$ cat config.mk
export PLATFORM = sky130hd
export DESIGN_NAME = i2c_ctl
export DESIGN_NICKNAME = d
export VERILOG_FILES = /design/src/i2c_ctl_pkg.sv /design/src/line_if.sv /design/src/i2c_ctl.sv /design/src/line_sampler.sv
export SDC_FILE = /design/constraint.sdc
export NUM_CORES = 1
export LEC_CHECK = 0
export ABC_CLOCK_PERIOD_IN_PS = 4350
export BUFFER_PORTS_ARGS = -buffer_cell sky130_fd_sc_hd__buf_2
export CAP_MARGIN = 20
export CORE_MARGIN = 3
export CORE_UTILIZATION = 49
export DETAILED_ROUTE_END_ITERATION = 8
export PLACE_DENSITY_LB_ADDON = 0.05
export SLEW_MARGIN = 0
export SYNTH_ARGS = -nofsm -noshare
export SYNTH_HDL_FRONTEND = slang
export SYNTH_SLANG_ARGS = --single-unit
export TNS_END_PERCENT = 10
$ cat constraint.sdc
create_clock -name ref_clk_i -period 4.35 [get_ports ref_clk_i]
set_input_delay 0.435 -clock ref_clk_i [delete_from_list [all_inputs] [get_ports ref_clk_i]]
set_output_delay 0.435 -clock ref_clk_i [all_outputs]
set_load 0.02 [all_outputs]
$ cat src/i2c_ctl_pkg.sv
/*
 * constants for the two-wire control block: register offsets, bit
 * positions, reset values and timing counts.
 * assumes a 100 MHz system clock and a 16-bit register address port.
 */
`default_nettype none
package i2c_ctl_pkg;
	// register byte addresses
	localparam logic [15:0] CTRL_ADDR = 16'hFFA6;
	localparam logic [15:0] FLAG_ADDR = 16'hFFA7;
	localparam logic [15:0] STATUS_ADDR = 16'hFFA8;
	localparam logic [15:0] MON_ADDR = 16'hFFA9;
	// control register fields
	localparam int CTL_WAIT_CANCEL = 7;
	localparam int CTL_ENABLE = 6;
	localparam int CTL_EXIT = 5;
	localparam int CTL_STOP_IRQ_EN = 4;
	localparam int CTL_WAIT_TIMING = 3;
	localparam int CTL_ACK_EN = 2;
	localparam int CTL_START = 1;
	localparam int CTL_STOP = 0;
	localparam logic [7:0] CTRL_RESET = 8'h00;
	// flag register fields
	localparam int FLG_RSV_DISABLE = 0;
	localparam int FLG_INIT_START = 1;
	localparam int FLG_BUSY = 6;
	localparam int FLG_START_FAIL = 7;
	localparam logic [7:0] FLAG_RESET = 8'h00;
	// status register fields
	localparam int ST_MASTER = 7;
	localparam int ST_EXT_CODE = 5;
	localparam int ST_ADDR_MATCH = 4;
	localparam int ST_TRANSMIT = 3;
	localparam int ST_ACK_DET = 2;
	localparam int ST_START_DET = 1;
	localparam int ST_STOP_DET = 0;
	localparam logic [7:0] STATUS_RESET = 8'h00;
	// monitor register fields
	localparam int MON_CLOCK = 1;
	localparam int MON_DATA = 0;
	// timing: hold of a generated start or stop level
	localparam int CLK_PERIOD_PS = 10000;
	localparam int COND_HOLD_NS = 4000;
	localparam int COND_HOLD_CYC =
		(COND_HOLD_NS * 1000 + CLK_PERIOD_PS - 1) / CLK_PERIOD_PS;
	// generator states
	typedef enum logic [1:0] {
		GEN_IDLE,
		GEN_START,
		GEN_STOP_LOW,
		GEN_STOP_REL
	} gen_state_t;
endpackage
`default_nettype wire

$ cat src/line_if.sv
/*
 * carrier between the line sampler and the control block: filtered
 * line levels and one-cycle start and stop condition pulses.
 * assumes both ends run on the same system clock.
 */
`timescale 1ns/10ps
`default_nettype none
interface line_if;
	logic scl_lvl; // filtered clock line level
	logic sda_lvl; // filtered data line level
	logic start_det; // one-cycle start condition pulse
	logic stop_det; // one-cycle stop condition pulse
	modport src (output scl_lvl, sda_lvl, start_det, stop_det);
	modport snk (input scl_lvl, sda_lvl, start_det, stop_det);
endinterface
`default_nettype wire

$ cat src/i2c_ctl.sv
/*
 * control part of a multimaster two-wire interface: enable, exit from
 * communication, wait cancel, bus-released detection and start/stop
 * generation, with control, flag, status and monitor registers.
 * assumes byte shifting logic on the same clock reports status events
 * as one-cycle pulses and wait periods as levels.
 */
// The address-and-strobe port was left to the implementer.
`timescale 1ns/10ps
`default_nettype none
// Behaviour
// - track bus released from start/stop
// - initial bus state from flag bit 1
// - control bits wait,en,exit,spie,wtim,ack,sta,sto
// - flag bits: rsv 0, busy 6, fail 7
// - control register resets to zero
// - disable clears status, busy and fail flags, monitors
// - enable set by write, cleared write/reset
// - exit releases lines, enters standby, self-clears
// - exit clears triggers and status flags
// - standby until stop+restart, address match or extension code
// - wait cancel releases wait, self-clears
// - ninth-clock transmit cancel releases data line
// - exit and wait cancel ignored when disabled
// - enable with clock high data low starts
// - control accepts bit and byte writes
// - start trigger generates start condition
// - stop trigger generates stop condition
// - busy with reservation off refuses start
module i2c_ctl
	import i2c_ctl_pkg::*;
(
	// clock and reset
	input wire logic ref_clk_i,
	input wire logic rst_b_i,
	// register port
	input wire logic [15:0] addr_i,
	input wire logic [7:0] wr_data_i,
	input wire logic wr_i,
	input wire logic rd_i,
	output logic [7:0] rd_data_o,
	// events from the byte logic
	input wire logic ext_code_i,
	input wire logic addr_match_i,
	input wire logic transmit_i,
	input wire logic ack_det_i,
	input wire logic wait_i,
	input wire logic ninth_wait_i,
	// wait handshake and mode to the byte logic
	output logic wait_release_o,
	output logic standby_o,
	// two-wire pins, enable low while driving
	input wire logic scl_i,
	output logic scl_o,
	output logic scl_oe_o,
	input wire logic sda_i,
	output logic sda_o,
	output logic sda_oe_o
);
	line_if lines ();
	logic [7:0] ctrl; // control register
	logic rsv_disable; // flag bit 0
	logic init_start; // flag bit 1
	logic bus_busy_flag; // flag bit 6
	logic start_request_failed; // flag bit 7
	logic [7:0] status; // status register
	logic [1:0] mon; // line level monitors
	logic en_q; // enable one cycle late, for edge
	logic stop_seen; // stop observed during standby
	gen_state_t gen_state; // start/stop generator
	logic [8:0] hold_cnt; // generator hold counter
	logic wr_ctrl; // decoded writes
	logic wr_flag;
	logic enable;
	logic en_rise;
	logic exit_go; // exit action this cycle
	logic start_refuse; // start request refused this cycle
	logic start_go; // generator may begin a start
	logic stop_go;
	logic start_done;
	logic stop_done;
	logic cancel_go; // wait cancel takes effect

	line_sampler sampler (
		.ref_clk_i(ref_clk_i),
		.rst_b_i(rst_b_i),
		.scl_i(scl_i),
		.sda_i(sda_i),
		.lines(lines)
	);

	// true when the given strobe hits the given address
	function automatic logic hit(input logic [15:0] a, input logic [15:0] t,
		input logic s);
		hit = s && (a == t);
	endfunction

	assign wr_ctrl = hit(addr_i, CTRL_ADDR, wr_i);
	assign wr_flag = hit(addr_i, FLAG_ADDR, wr_i);
	assign enable = ctrl[CTL_ENABLE];
	assign en_rise = enable && !en_q;
	// exit acts the cycle after it is stored, then the bit clears
	assign exit_go = enable && ctrl[CTL_EXIT];
	// refused when reservation is off and the bus is held
	assign start_refuse = wr_ctrl && enable && wr_data_i[CTL_START] &&
		rsv_disable && bus_busy_flag;
	// standby only lets a master restart after a stop
	assign start_go = enable && ctrl[CTL_START] && !exit_go &&
		gen_state == GEN_IDLE && (!standby_o || stop_seen);
	assign stop_go = enable && ctrl[CTL_STOP] && !exit_go &&
		!ctrl[CTL_START] && gen_state == GEN_IDLE;
	assign start_done = gen_state == GEN_START &&
		hold_cnt == 9'(COND_HOLD_CYC - 1);
	assign stop_done = gen_state == GEN_STOP_REL &&
		(lines.stop_det || hold_cnt == 9'(COND_HOLD_CYC - 1));
	assign cancel_go = enable && ctrl[CTL_WAIT_CANCEL] && wait_i;

	// control register: byte writes, self clears and hardware clears
	always_ff @(posedge ref_clk_i) begin
		if (!rst_b_i) begin
			ctrl <= CTRL_RESET;
		end else if (wr_ctrl) begin
			// a single-bit write arrives as a full byte
			ctrl <= wr_data_i;
			// action bits have no effect while disabled
			if (!enable) begin
				ctrl[CTL_EXIT] <= 1'b0;
				ctrl[CTL_WAIT_CANCEL] <= 1'b0;
			end
			if (start_refuse)
				ctrl[CTL_START] <= 1'b0;
		end else begin
			if (exit_go) begin
				// abandon any pending trigger
				ctrl[CTL_EXIT] <= 1'b0;
				ctrl[CTL_START] <= 1'b0;
				ctrl[CTL_STOP] <= 1'b0;
			end
			if (start_done)
				ctrl[CTL_START] <= 1'b0;
			if (stop_done)
				ctrl[CTL_STOP] <= 1'b0;
			if (cancel_go)
				ctrl[CTL_WAIT_CANCEL] <= 1'b0;
		end
	end

	// flag register: software bits and bus-released tracking
	always_ff @(posedge ref_clk_i) begin
		if (!rst_b_i) begin
			rsv_disable <= FLAG_RESET[FLG_RSV_DISABLE];
			init_start <= FLAG_RESET[FLG_INIT_START];
			bus_busy_flag <= FLAG_RESET[FLG_BUSY];
			start_request_failed <= FLAG_RESET[FLG_START_FAIL];
		end else begin
			if (wr_flag) begin
				rsv_disable <= wr_data_i[FLG_RSV_DISABLE];
				init_start <= wr_data_i[FLG_INIT_START];
			end
			if (!enable) begin
				// disabled: busy and fail flags held clear
				bus_busy_flag <= 1'b0;
				start_request_failed <= 1'b0;
			end else if (en_rise) begin
				// bus not yet observed: take the preset state
				// a start seen at enable counts at once
				bus_busy_flag <= !init_start ||
					(lines.scl_lvl && !lines.sda_lvl);
			end else if (lines.start_det) begin
				bus_busy_flag <= 1'b1;
			end else if (lines.stop_det) begin
				bus_busy_flag <= 1'b0;
			end
			if (enable && start_refuse)
				start_request_failed <= 1'b1;
			else if (enable && start_go)
				start_request_failed <= 1'b0;
		end
	end

	// status register: events set, exit clears, set wins
	always_ff @(posedge ref_clk_i) begin
		if (!rst_b_i) begin
			status <= STATUS_RESET;
		end else if (!enable) begin
			status <= STATUS_RESET;
		end else begin
			if (exit_go)
				status <= STATUS_RESET;
			if (cancel_go && ninth_wait_i && status[ST_TRANSMIT])
				status[ST_TRANSMIT] <= 1'b0;
			if (start_done)
				status[ST_MASTER] <= 1'b1;
			if (ext_code_i)
				status[ST_EXT_CODE] <= 1'b1;
			if (addr_match_i)
				status[ST_ADDR_MATCH] <= 1'b1;
			if (transmit_i)
				status[ST_TRANSMIT] <= 1'b1;
			if (ack_det_i)
				status[ST_ACK_DET] <= 1'b1;
			if (lines.start_det || (en_rise && lines.scl_lvl &&
				!lines.sda_lvl)) begin
				status[ST_START_DET] <= 1'b1;
				status[ST_STOP_DET] <= 1'b0;
			end
			if (lines.stop_det) begin
				status[ST_STOP_DET] <= 1'b1;
				status[ST_MASTER] <= 1'b0;
			end
		end
	end

	// line monitors read zero while disabled
	always_ff @(posedge ref_clk_i) begin
		if (!rst_b_i)
			mon <= 2'h0;
		else if (!enable)
			mon <= 2'h0;
		else
			mon <= {lines.scl_lvl, lines.sda_lvl};
	end

	// enable edge tracking
	always_ff @(posedge ref_clk_i) begin
		if (!rst_b_i)
			en_q <= 1'b0;
		else
			en_q <= enable;
	end

	// standby: entered on exit, left on restart or being addressed
	always_ff @(posedge ref_clk_i) begin
		if (!rst_b_i) begin
			standby_o <= 1'b0;
			stop_seen <= 1'b0;
		end else if (!enable) begin
			standby_o <= 1'b0;
			stop_seen <= 1'b0;
		end else if (exit_go) begin
			standby_o <= 1'b1;
			stop_seen <= 1'b0;
		end else if (standby_o) begin
			if (lines.stop_det)
				stop_seen <= 1'b1;
			// leave on master restart, address match or extension code
			if ((stop_seen && start_go) || ((addr_match_i ||
				ext_code_i) && status[ST_START_DET])) begin
				standby_o <= 1'b0;
				stop_seen <= 1'b0;
			end
		end
	end

	// start/stop generator; internal operation stops when disabled
	always_ff @(posedge ref_clk_i) begin
		if (!rst_b_i) begin
			gen_state <= GEN_IDLE;
			hold_cnt <= 9'h000;
		end else if (!enable || exit_go) begin
			gen_state <= GEN_IDLE;
			hold_cnt <= 9'h000;
		end else begin
			case (gen_state)
				GEN_IDLE: begin
					hold_cnt <= 9'h000;
					if (start_go)
						gen_state <= GEN_START;
					else if (stop_go)
						gen_state <= GEN_STOP_LOW;
				end
				GEN_START: begin
					hold_cnt <= hold_cnt + 9'h001;
					if (start_done)
						gen_state <= GEN_IDLE;
				end
				GEN_STOP_LOW: begin
					hold_cnt <= hold_cnt + 9'h001;
					if (hold_cnt == 9'(COND_HOLD_CYC - 1)) begin
						gen_state <= GEN_STOP_REL;
						hold_cnt <= 9'h000;
					end
				end
				default: begin
					hold_cnt <= hold_cnt + 9'h001;
					if (stop_done)
						gen_state <= GEN_IDLE;
				end
			endcase
		end
	end

	// data line: pulled low for start and stop set-up
	always_ff @(posedge ref_clk_i) begin
		if (!rst_b_i) begin
			sda_oe_o <= 1'b1;
		end else if (!enable || exit_go) begin
			sda_oe_o <= 1'b1;
		end else if (cancel_go && ninth_wait_i && status[ST_TRANSMIT]) begin
			sda_oe_o <= 1'b1;
		end else if (start_go || stop_go) begin
			sda_oe_o <= 1'b0;
		end else if (gen_state == GEN_STOP_LOW &&
			hold_cnt == 9'(COND_HOLD_CYC - 1)) begin
			sda_oe_o <= 1'b1; // rising data with clock high
		end
	end

	// clock line held low during a wait until cancelled
	always_ff @(posedge ref_clk_i) begin
		if (!rst_b_i)
			scl_oe_o <= 1'b1;
		else
			scl_oe_o <= !(enable && !exit_go && !standby_o && wait_i &&
				!ctrl[CTL_WAIT_CANCEL] && !wait_release_o);
	end

	// wait release pulse and constant low drive levels
	always_ff @(posedge ref_clk_i) begin
		if (!rst_b_i) begin
			wait_release_o <= 1'b0;
			scl_o <= 1'b0;
			sda_o <= 1'b0;
		end else begin
			wait_release_o <= cancel_go;
			scl_o <= 1'b0;
			sda_o <= 1'b0;
		end
	end

	// read data, valid the cycle after the strobe; unmapped reads zero
	always_ff @(posedge ref_clk_i) begin
		if (!rst_b_i)
			rd_data_o <= 8'h00;
		else if (hit(addr_i, CTRL_ADDR, rd_i))
			rd_data_o <= ctrl;
		else if (hit(addr_i, FLAG_ADDR, rd_i))
			rd_data_o <= {start_request_failed, bus_busy_flag, 4'h0,
				init_start, rsv_disable};
		else if (hit(addr_i, STATUS_ADDR, rd_i))
			rd_data_o <= status;
		else if (hit(addr_i, MON_ADDR, rd_i))
			rd_data_o <= {6'h00, mon};
		else
			rd_data_o <= 8'h00;
	end

	property p_en_by_write;
		@(posedge ref_clk_i) disable iff (!rst_b_i)
		$rose(enable) |-> $past(wr_ctrl) && $past(wr_data_i[CTL_ENABLE]);
	endproperty
	a_en_by_write: assert property (p_en_by_write)
		else $error("enable rose without a write");

	property p_reset_clear;
		@(posedge ref_clk_i) !rst_b_i |=> ctrl == 8'h00;
	endproperty
	a_reset_clear: assert property (p_reset_clear)
		else $error("control not zero after reset");

	property p_disable_clear;
		@(posedge ref_clk_i) disable iff (!rst_b_i)
		!enable ##1 !enable |-> status == 8'h00 && !bus_busy_flag &&
			!start_request_failed && mon == 2'h0;
	endproperty
	a_disable_clear: assert property (p_disable_clear)
		else $error("state not cleared while disabled");

	property p_exit_action;
		@(posedge ref_clk_i) disable iff (!rst_b_i)
		exit_go && !wr_ctrl |=> standby_o && sda_oe_o && !ctrl[CTL_EXIT] &&
			!ctrl[CTL_START] && !ctrl[CTL_STOP];
	endproperty
	a_exit_action: assert property (p_exit_action)
		else $error("exit did not release and self clear");

	property p_ignore_disabled;
		@(posedge ref_clk_i) disable iff (!rst_b_i)
		wr_ctrl && !enable |=> !ctrl[CTL_EXIT] && !ctrl[CTL_WAIT_CANCEL];
	endproperty
	a_ignore_disabled: assert property (p_ignore_disabled)
		else $error("action bit stored while disabled");

	property p_refuse;
		@(posedge ref_clk_i) disable iff (!rst_b_i)
		start_refuse |=> start_request_failed && !ctrl[CTL_START];
	endproperty
	a_refuse: assert property (p_refuse)
		else $error("busy start request not refused");

	property p_stop_frees;
		@(posedge ref_clk_i) disable iff (!rst_b_i)
		enable && !en_rise && lines.stop_det && !lines.start_det
			&& !wr_ctrl |=> !bus_busy_flag;
	endproperty
	a_stop_frees: assert property (p_stop_frees)
		else $error("bus still busy after stop");

	property p_wait_cancel;
		@(posedge ref_clk_i) disable iff (!rst_b_i)
		cancel_go && !wr_ctrl |=> wait_release_o && !ctrl[CTL_WAIT_CANCEL];
	endproperty
	a_wait_cancel: assert property (p_wait_cancel)
		else $error("wait cancel not executed");

	property p_start_gen;
		@(posedge ref_clk_i) disable iff (!rst_b_i)
		start_go |=> !sda_oe_o && gen_state == GEN_START;
	endproperty
	a_start_gen: assert property (p_start_gen)
		else $error("start not generated");
endmodule
`default_nettype wire

$ cat src/line_sampler.sv
/*
 * three-stage synchroniser for the clock and data lines with agreement
 * filter and start/stop condition detection.
 * assumes the line pins are asynchronous to ref_clk_i.
 */
`timescale 1ns/10ps
`default_nettype none
module line_sampler (
	// clock and reset
	input wire logic ref_clk_i,
	input wire logic rst_b_i,
	// raw pins
	input wire logic scl_i,
	input wire logic sda_i,
	// filtered view
	line_if.src lines
);
	logic [2:0] scl_sync; // synchroniser chain, bit 0 first
	logic [2:0] sda_sync;
	logic scl_f; // accepted levels
	logic sda_f;

	// chain: the first stage feeds only the second
	always_ff @(posedge ref_clk_i) begin
		if (!rst_b_i) begin
			scl_sync <= 3'h7;
			sda_sync <= 3'h7;
		end else begin
			scl_sync <= {scl_sync[1:0], scl_i};
			sda_sync <= {sda_sync[1:0], sda_i};
		end
	end

	// a level counts once stages two and three agree
	always_ff @(posedge ref_clk_i) begin
		if (!rst_b_i) begin
			scl_f <= 1'b1;
			sda_f <= 1'b1;
			lines.start_det <= 1'b0;
			lines.stop_det <= 1'b0;
		end else begin
			if (scl_sync[1] == scl_sync[2])
				scl_f <= scl_sync[2];
			if (sda_sync[1] == sda_sync[2])
				sda_f <= sda_sync[2];
			// data edge while clock stays high
			lines.start_det <= scl_f && (scl_sync[1] == scl_sync[2]) &&
				scl_sync[2] && sda_f && (sda_sync[1] == sda_sync[2]) &&
				!sda_sync[2];
			lines.stop_det <= scl_f && (scl_sync[1] == scl_sync[2]) &&
				scl_sync[2] && !sda_f && (sda_sync[1] == sda_sync[2]) &&
				sda_sync[2];
		end
	end

	assign lines.scl_lvl = scl_f;
	assign lines.sda_lvl = sda_f;
endmodule
`default_nettype wire

==> metrics.txt, run 1 <==
final setup vio count=0; number of antenna violations at the first check in global routing=0; area leader, netlist=dfxtp_1; synth unique cells=45; synthesized flop and latch total=56; RSZ-0062 raised after global routing=no; Filler cells=420; Int Pwr=0.759 mW; clock skew=0.00577 ns; Clock Latency Late Sink=0.30 ns; Flop pwr share=55.2%; postcts setup bufs=0; die width=75.8 um; via density per instance=5.28; largest net degree at the start of global routing=31; Overall Power=0.935 mW; FMAX=0.524 GHz; P_leak=1.08 nW; core area=0.00453 mm2; PwrDens=336 mW/mm2; area grow syn2layout=16.5%; Synth Flop Type=dfxtp_1; Peak VDD IR=238 uV; Remaining DRCs=0; period utilization=43.9%; PostCTS Resize Cnt=0; Synth top cells by count=56 x dfxtp_1, 27 x nor2_1, 23 x nand2_1, 14 x a21oi_1; Post-Place Setup Slack=2.40 ns; post-synthesis sequential area ratio=46.9%; Area contributors post-synth=dfxtp_1 47%, nor2_1 4.2%, nand2_1 3.6%; Final ANT Viol Nets=0; vias in the first global route=1,767; DRT iter0 DRCs=149; Critical Path AT=2.11 ns; CTS root buf=clkbuf_8; Worst-Margin Slew=0.797 ns; final WL=5.03 mm; number of max-cap violations=0; Clk pwr share=40.9%; layout cells sized above 1=21.3%; GRT overflow=0; crit path buf inv count=0; Synth async-reset ratio=0%; Mapped Cells=257; Final #Nets=342; Sink Count=56; Hold Path Class=input pin to register; status=completed; Final Max Tran Viols=0; Rows=24; CP endpoint kind=register; Ant. Diodes=0; critical path, cell by cell=nor2b_1 -> a311oi_2 -> nor4_4 -> and3b_1 -> nor3_2; post-synth top area share=46.9%; area of the die=0.00575 mm2; P_sw=0.175 mW; Num CTS Buffers=5; via count=1,932; Die Ht=75.8 um; Max stage delay on crit path=0.59 ns; slowest cell on the critical path=dfxtp_1; post-route minimum period=1.91 ns; worst setup margin=2.44 ns; Port Buffers=47; top-level I/O count=50; Final HPWL DP=3.74 mm; EDFF count, synth=0; DRT Pass-1 Iters=4; Reg clk slew, reported paths=0.09 ns; Worst slew margin=46.8%; Hold Buf Count CTS=0; Multi-input gate area=0.00119 mm2; first-pass GRT wire length=8.16 mm; Fin Setup TNS=0 ns; post-DR wirelength/cell=13.7 um; initial core utilization=52.7%; endpoints failing hold=0; clock buffer depth=2; combinational share of power=3.9%; CP required=4.55 ns; top-count cell post-synth=dfxtp_1; critical path type=register to register; CP top delay family=simple AND/OR/NAND/NOR gates; Total GRT Usage=18.8%; Worst setup SP type=register; CTS tree=done; H-tree levels=2; syn_area_per_cell=9.29 um2; Reg area=0.00112 mm2; switch share=18.8%; Yosys warnings=0; Post-Syn Area=0.00239 mm2; worst-path fanout max=16; Placer Congestion=0.791
state kept, by name (all words and copies together), names as in the netlist:
register / flops
hold_cnt: 9
ctrl: 8
rd_data_o: 8
status: 7
sampler.scl_sync: 3
sampler.sda_sync: 3
gen_state: 2
mon: 2
bus_busy_flag: 1
en_q: 1
init_start: 1
rsv_disable: 1
sampler.lines.scl_lvl: 1
sampler.lines.sda_lvl: 1
sampler.lines.start_det: 1
sampler.lines.stop_det: 1
scl_oe_o: 1
sda_oe_o: 1
standby_o: 1
start_request_failed: 1
stop_seen: 1
wait_release_o: 1
layout make-up:
type,instances,share of cell area [%]
Multi-Input combinational cell,185,42.8
Timing Repair Buffer,48,8.72
Clock buffer,5,2.47
Sequential cell,56,40.3
Inverter,5,0.674
Tap cell,65,2.92
Clock inverter,2,2.16
metal layers:
| metal | GRT usage, % | routed length (um) | vias to the layer above |
|---|---|---|---|
| li1 | - | - | 992 |
| met1 | 27.1 | 2510 | 871 |
| met2 | 27.3 | 2140 | 62 |
| met3 | 4.75 | 307 | 7 |
| met4 | 6.41 | 67 | 0 |
| met5 | 0 | 0 | - |
kinds of logic (layout without fill, tap and decap cells):
logic type | count (synthesis) | after routing | synth area share, %
other | 1 | 2 | 0.157
and+or+nand+nor | 119 | 119 | 29.3
DFF | 56 | 56 | 46.9
xor gates and xnor gates | 7 | 7 | 2.57
AOI/OAI and AO/OA | 48 | 48 | 13.3
muxes | 4 | 4 | 1.68
adders and majority gates | 5 | 5 | 2.62
buffers and inverters | 17 | 60 | 3.41
path summary, 6_finish.rpt:
kind              slack (ns)  depth (start not counted)                        endpoint                            from
hold reg to reg         0.42                          1  sampler.scl_sync[1]$_SDFF_PN1_  sampler.scl_sync[0]$_SDFF_PN1_
setup reg to reg        2.44                          5       gen_state[0]$_SDFFE_PP0P_            ctrl[6]$_SDFFE_PN0P_
setup / recovery        2.44                          5       gen_state[0]$_SDFFE_PP0P_            ctrl[6]$_SDFFE_PN0P_
hold / removal          0.31                          2  sampler.scl_sync[0]$_SDFF_PN1_                           scl_i
metrics by stage:
stage          instance area, um2  utilization, %  hold slack (ns)  std cells
2_1_floorplan                2390               -            0.386        258
3_3_place_gp                 2650            58.5            0.394        359
3_5_place_dp                 2650            58.5            0.396        359
4_1_cts                      2780            61.4            0.305        366
5_1_grt                      2780            61.4            0.301        366
6_report                     2780            61.4            0.314        366
worst register-to-register path, stage by stage, from the launching register on:
cell and delay, ns:
dfxtp_1 0.59, nor2b_1 0.46, a311oi_2 0.20, nor4_4 0.30, and3b_1 0.22, nor3_2 0.04
power groups by stage:
| stage | logic (mW) | registers (mW) | clock network, mW |
|---|---|---|---|
| 4_1_cts | 0.0370 | 0.516 | 0.394 |
| 3_3_place_gp | 0.0365 | 0.528 | 0 |
| 5_1_grt | 0.0408 | 0.516 | 0.417 |
| 3_5_place_dp | 0.0368 | 0.528 | 0 |
| 2_1_floorplan | 0.0182 | 0.528 | 0 |
| 6_report | 0.0368 | 0.516 | 0.382 |
cell usage in the layout, fill, tap and decap left out, drive strengths merged, types with 3 or more instances in the layout:
cell type	instances
nor2b	7
a21boi	6
and2	3
and3	9
ha	5
nand4	7
buf	48
nand2	23
nor3	7
a22oi	5
nand2b	9
and4b	3
a211oi	4
inv	5
o21ai	7
clkbuf	5
a31oi	4
dfxtp	56
nor2	27
xnor2	5
a21oi	14
nand3	9
mux2i	4
Note: power is estimated with default switching activity, not from simulation.
==> run 2, diff against run 1 <==
--- a/config.mk
+++ b/config.mk
@@ -5,7 +5,7 @@
 export SDC_FILE = /design/constraint.sdc
 export NUM_CORES = 1
 export LEC_CHECK = 0
-export ABC_CLOCK_PERIOD_IN_PS = 4350
+export ABC_CLOCK_PERIOD_IN_PS = 1900
 export BUFFER_PORTS_ARGS = -buffer_cell sky130_fd_sc_hd__buf_2
 export CAP_MARGIN = 20
 export CORE_MARGIN = 3
==> constraint.sdc (replaced) <==
create_clock -name ref_clk_i -period 1.9 [get_ports ref_clk_i]
set_input_delay 0.19 -clock ref_clk_i [delete_from_list [all_inputs] [get_ports ref_clk_i]]
set_output_delay 0.19 -clock ref_clk_i [all_outputs]
set_load 0.02 [all_outputs]
==> run 2 against run 1 <==
Critical path depth increased by 2. Flip-flop and latch count unchanged. Core utilization increased by 0.17 points. Worst hold slack got worse by 0.27 ns. Wire length increased by 1.1%. Cell count increased by 1.9%. Register-to-register slack got worse by 2.3 ns. First-iteration DRC count decreased by 46%. Combinational power increased by 130%. Clock skew increased by 0.0049 ns. Critical path type unchanged. Highest routed layer unchanged.
==> metrics.txt, run 2 (synthesis results as in run 1) <==
status=completed; Max stage delay on crit path=0.38 ns (-0.21 ns); CTS root buf=clkbuf_8; Sink Count=56 (unchanged); P_leak=1.09 nW (+1.4%); Remaining DRCs=0 (unchanged); Rows=24 (unchanged); post-DR wirelength/cell=13.6 um (-0.78%); commonest non-fill, non-tap cell in the layout=dfxtp_1; Worst setup SP type=register; H-tree levels=2 (unchanged); Peak VDD IR=581 uV (+140%); Final Max Tran Viols=0 (unchanged); postcts setup bufs=0 (unchanged); Worst-Margin Slew=0.606 ns (-0.191 ns); Clock Latency Late Sink=0.31 ns (about the same); via density per instance=5.22 (-1.1%); CTS tree=done; clock buffer depth=2 (unchanged); GRT overflow=0 (unchanged); commonest cells after routing, fill and taps aside=56 x dfxtp_1, 47 x buf_2, 27 x nor2_1; area of the die=0.00575 mm2 (unchanged); vias in the first global route=1,810 (+2.4%); period utilization=91.4% (+47 points); largest net degree at the start of global routing=20 (-35%); placed cell area=0.00270 mm2 (+1.7%); clock skew=0.0107 ns (+0.00494 ns); Total GRT Usage=19.5% (+0.63 points); critical path, cell by cell=inv_1 -> ha_1 -> or3_1 -> a21oi_1 -> nor4_4 -> and3b_1 -> nor3_2; Design Area, Final=0.00279 mm2 (+0.27%); Num CTS Buffers=5 (unchanged); die width=75.8 um (unchanged); DRT iter0 DRCs=81 (-46%); CP required=2.14 ns (-2.41 ns); Largest Register=hold_cnt; via count=1,947 (+0.78%); endpoints failing hold=0 (unchanged); CP endpoint kind=register; Placer Congestion=0.804 (+1.7%); Hold Buf Count CTS=0 (unchanged); Final ANT Viol Nets=0 (unchanged); final WL=5.08 mm (+1.1%); DRT Pass-1 Iters=6 (+2); FMAX=0.576 GHz (+9.9%); area grow syn2layout=16.8%; post-route minimum period=1.74 ns (-0.172 ns); Post-Place Setup Slack=0.166 ns (-2.24 ns); PwrDens=690 mW/mm2 (+110%); initial core utilization=52.7% (unchanged); Ant. Diodes=0 (unchanged); Fin Setup TNS=0 ns (unchanged); Top Registers=hold_cnt: 9 flops, ctrl: 8 flops, rd_data_o: 8 flops; Port Buffers=47 (unchanged); final hold slack=0.0484 ns (-0.266 ns); core area=0.00453 mm2 (unchanged); final setup vio count=0 (unchanged); max reg flops=9 (unchanged); worst setup margin=0.164 ns (-2.28 ns); number of max-cap violations=0 (unchanged); Die Ht=75.8 um (unchanged); Worst slew margin=59.0% (+12 points); number of antenna violations at the first check in global routing=0 (unchanged); Critical Path AT=1.98 ns (-0.13 ns); Final HPWL DP=3.79 mm (+1.3%); top-level I/O count=50 (unchanged); slowest cell on the critical path=dfxtp_1; PostCTS Resize Cnt=0 (unchanged); Final #Nets=348 (+1.8%); Hold Path Class=input pin to register; layout cells sized above 1=23.1% (+1.8 points); Reg clk slew, reported paths=0.11 ns (+0.02 ns); first-pass GRT wire length=8.41 mm (+3.1%); worst-path fanout max=7 (-9); critical path type=register to register; RSZ-0062 raised after global routing=no
==> run 2: worst paths after layout <==
check	start	endpoint	slack [ns]	depth (start not counted)
max	gen_state[0]$_SDFFE_PP0P_	gen_state[0]$_SDFFE_PP0P_	0.16	7
max reg2reg	gen_state[0]$_SDFFE_PP0P_	gen_state[0]$_SDFFE_PP0P_	0.16	7
min reg2reg	sampler.scl_sync[0]$_SDFF_PN1_	sampler.scl_sync[1]$_SDFF_PN1_	0.42	1
min	sda_i	sampler.sda_sync[0]$_SDFF_PN1_	0.05	2
==> run 2: power breakdown <==
part | total, mW | switching [mW] | leakage, nW | internal (mW)
combinational | 0.0850 | 0.0415 | 0.593 | 0.0434
clock | 0.659 | 0.394 | 0.0485 | 0.265
sequential | 1.18 | 0.00322 | 0.452 | 1.18
==> run 2: layout make-up <==
class	count	area (um2)
Fill cell	403	1740
Clock buffer	5	68.8
Sequential cell	56	1120
Clock inverter	3	22.5
Tap cell	65	81.3
Inverter	5	18.8
Timing Repair Buffer	54	288
Multi-Input combinational cell	185	1190
==> run 2: per-stage QoR <==
| step | power (mW) | instances | util (%) |
|---|---|---|---|
| after floorplan | 1.25 | 258 | - |
| after global placement | 1.29 | 365 | 59.5 |
| after detailed placement | 1.29 | 365 | 59.5 |
| after CTS | 1.95 | 373 | 61.5 |
| after global routing | 2.01 | 373 | 61.5 |
| final | 1.92 | 373 | 61.5 |
==> run 2: critical path, delay by kind of cell, from the launching register on <==
kind / cells / cell delay (ns)
simple gates: 4 / 0.72
flops: 1 / 0.38
compound gates: 1 / 0.22
buf+inv: 1 / 0.08
fa+ha+maj: 1 / 0.27
==> run 2: metal layers <==
layer,up-vias,GRT usage [%],part of all wire [%]
met5,-,0,0
met4,0,6.99,1.4
met3,7,4.09,5.9
met2,59,29.6,43
met1,880,27.2,50
li1,1001,-,-
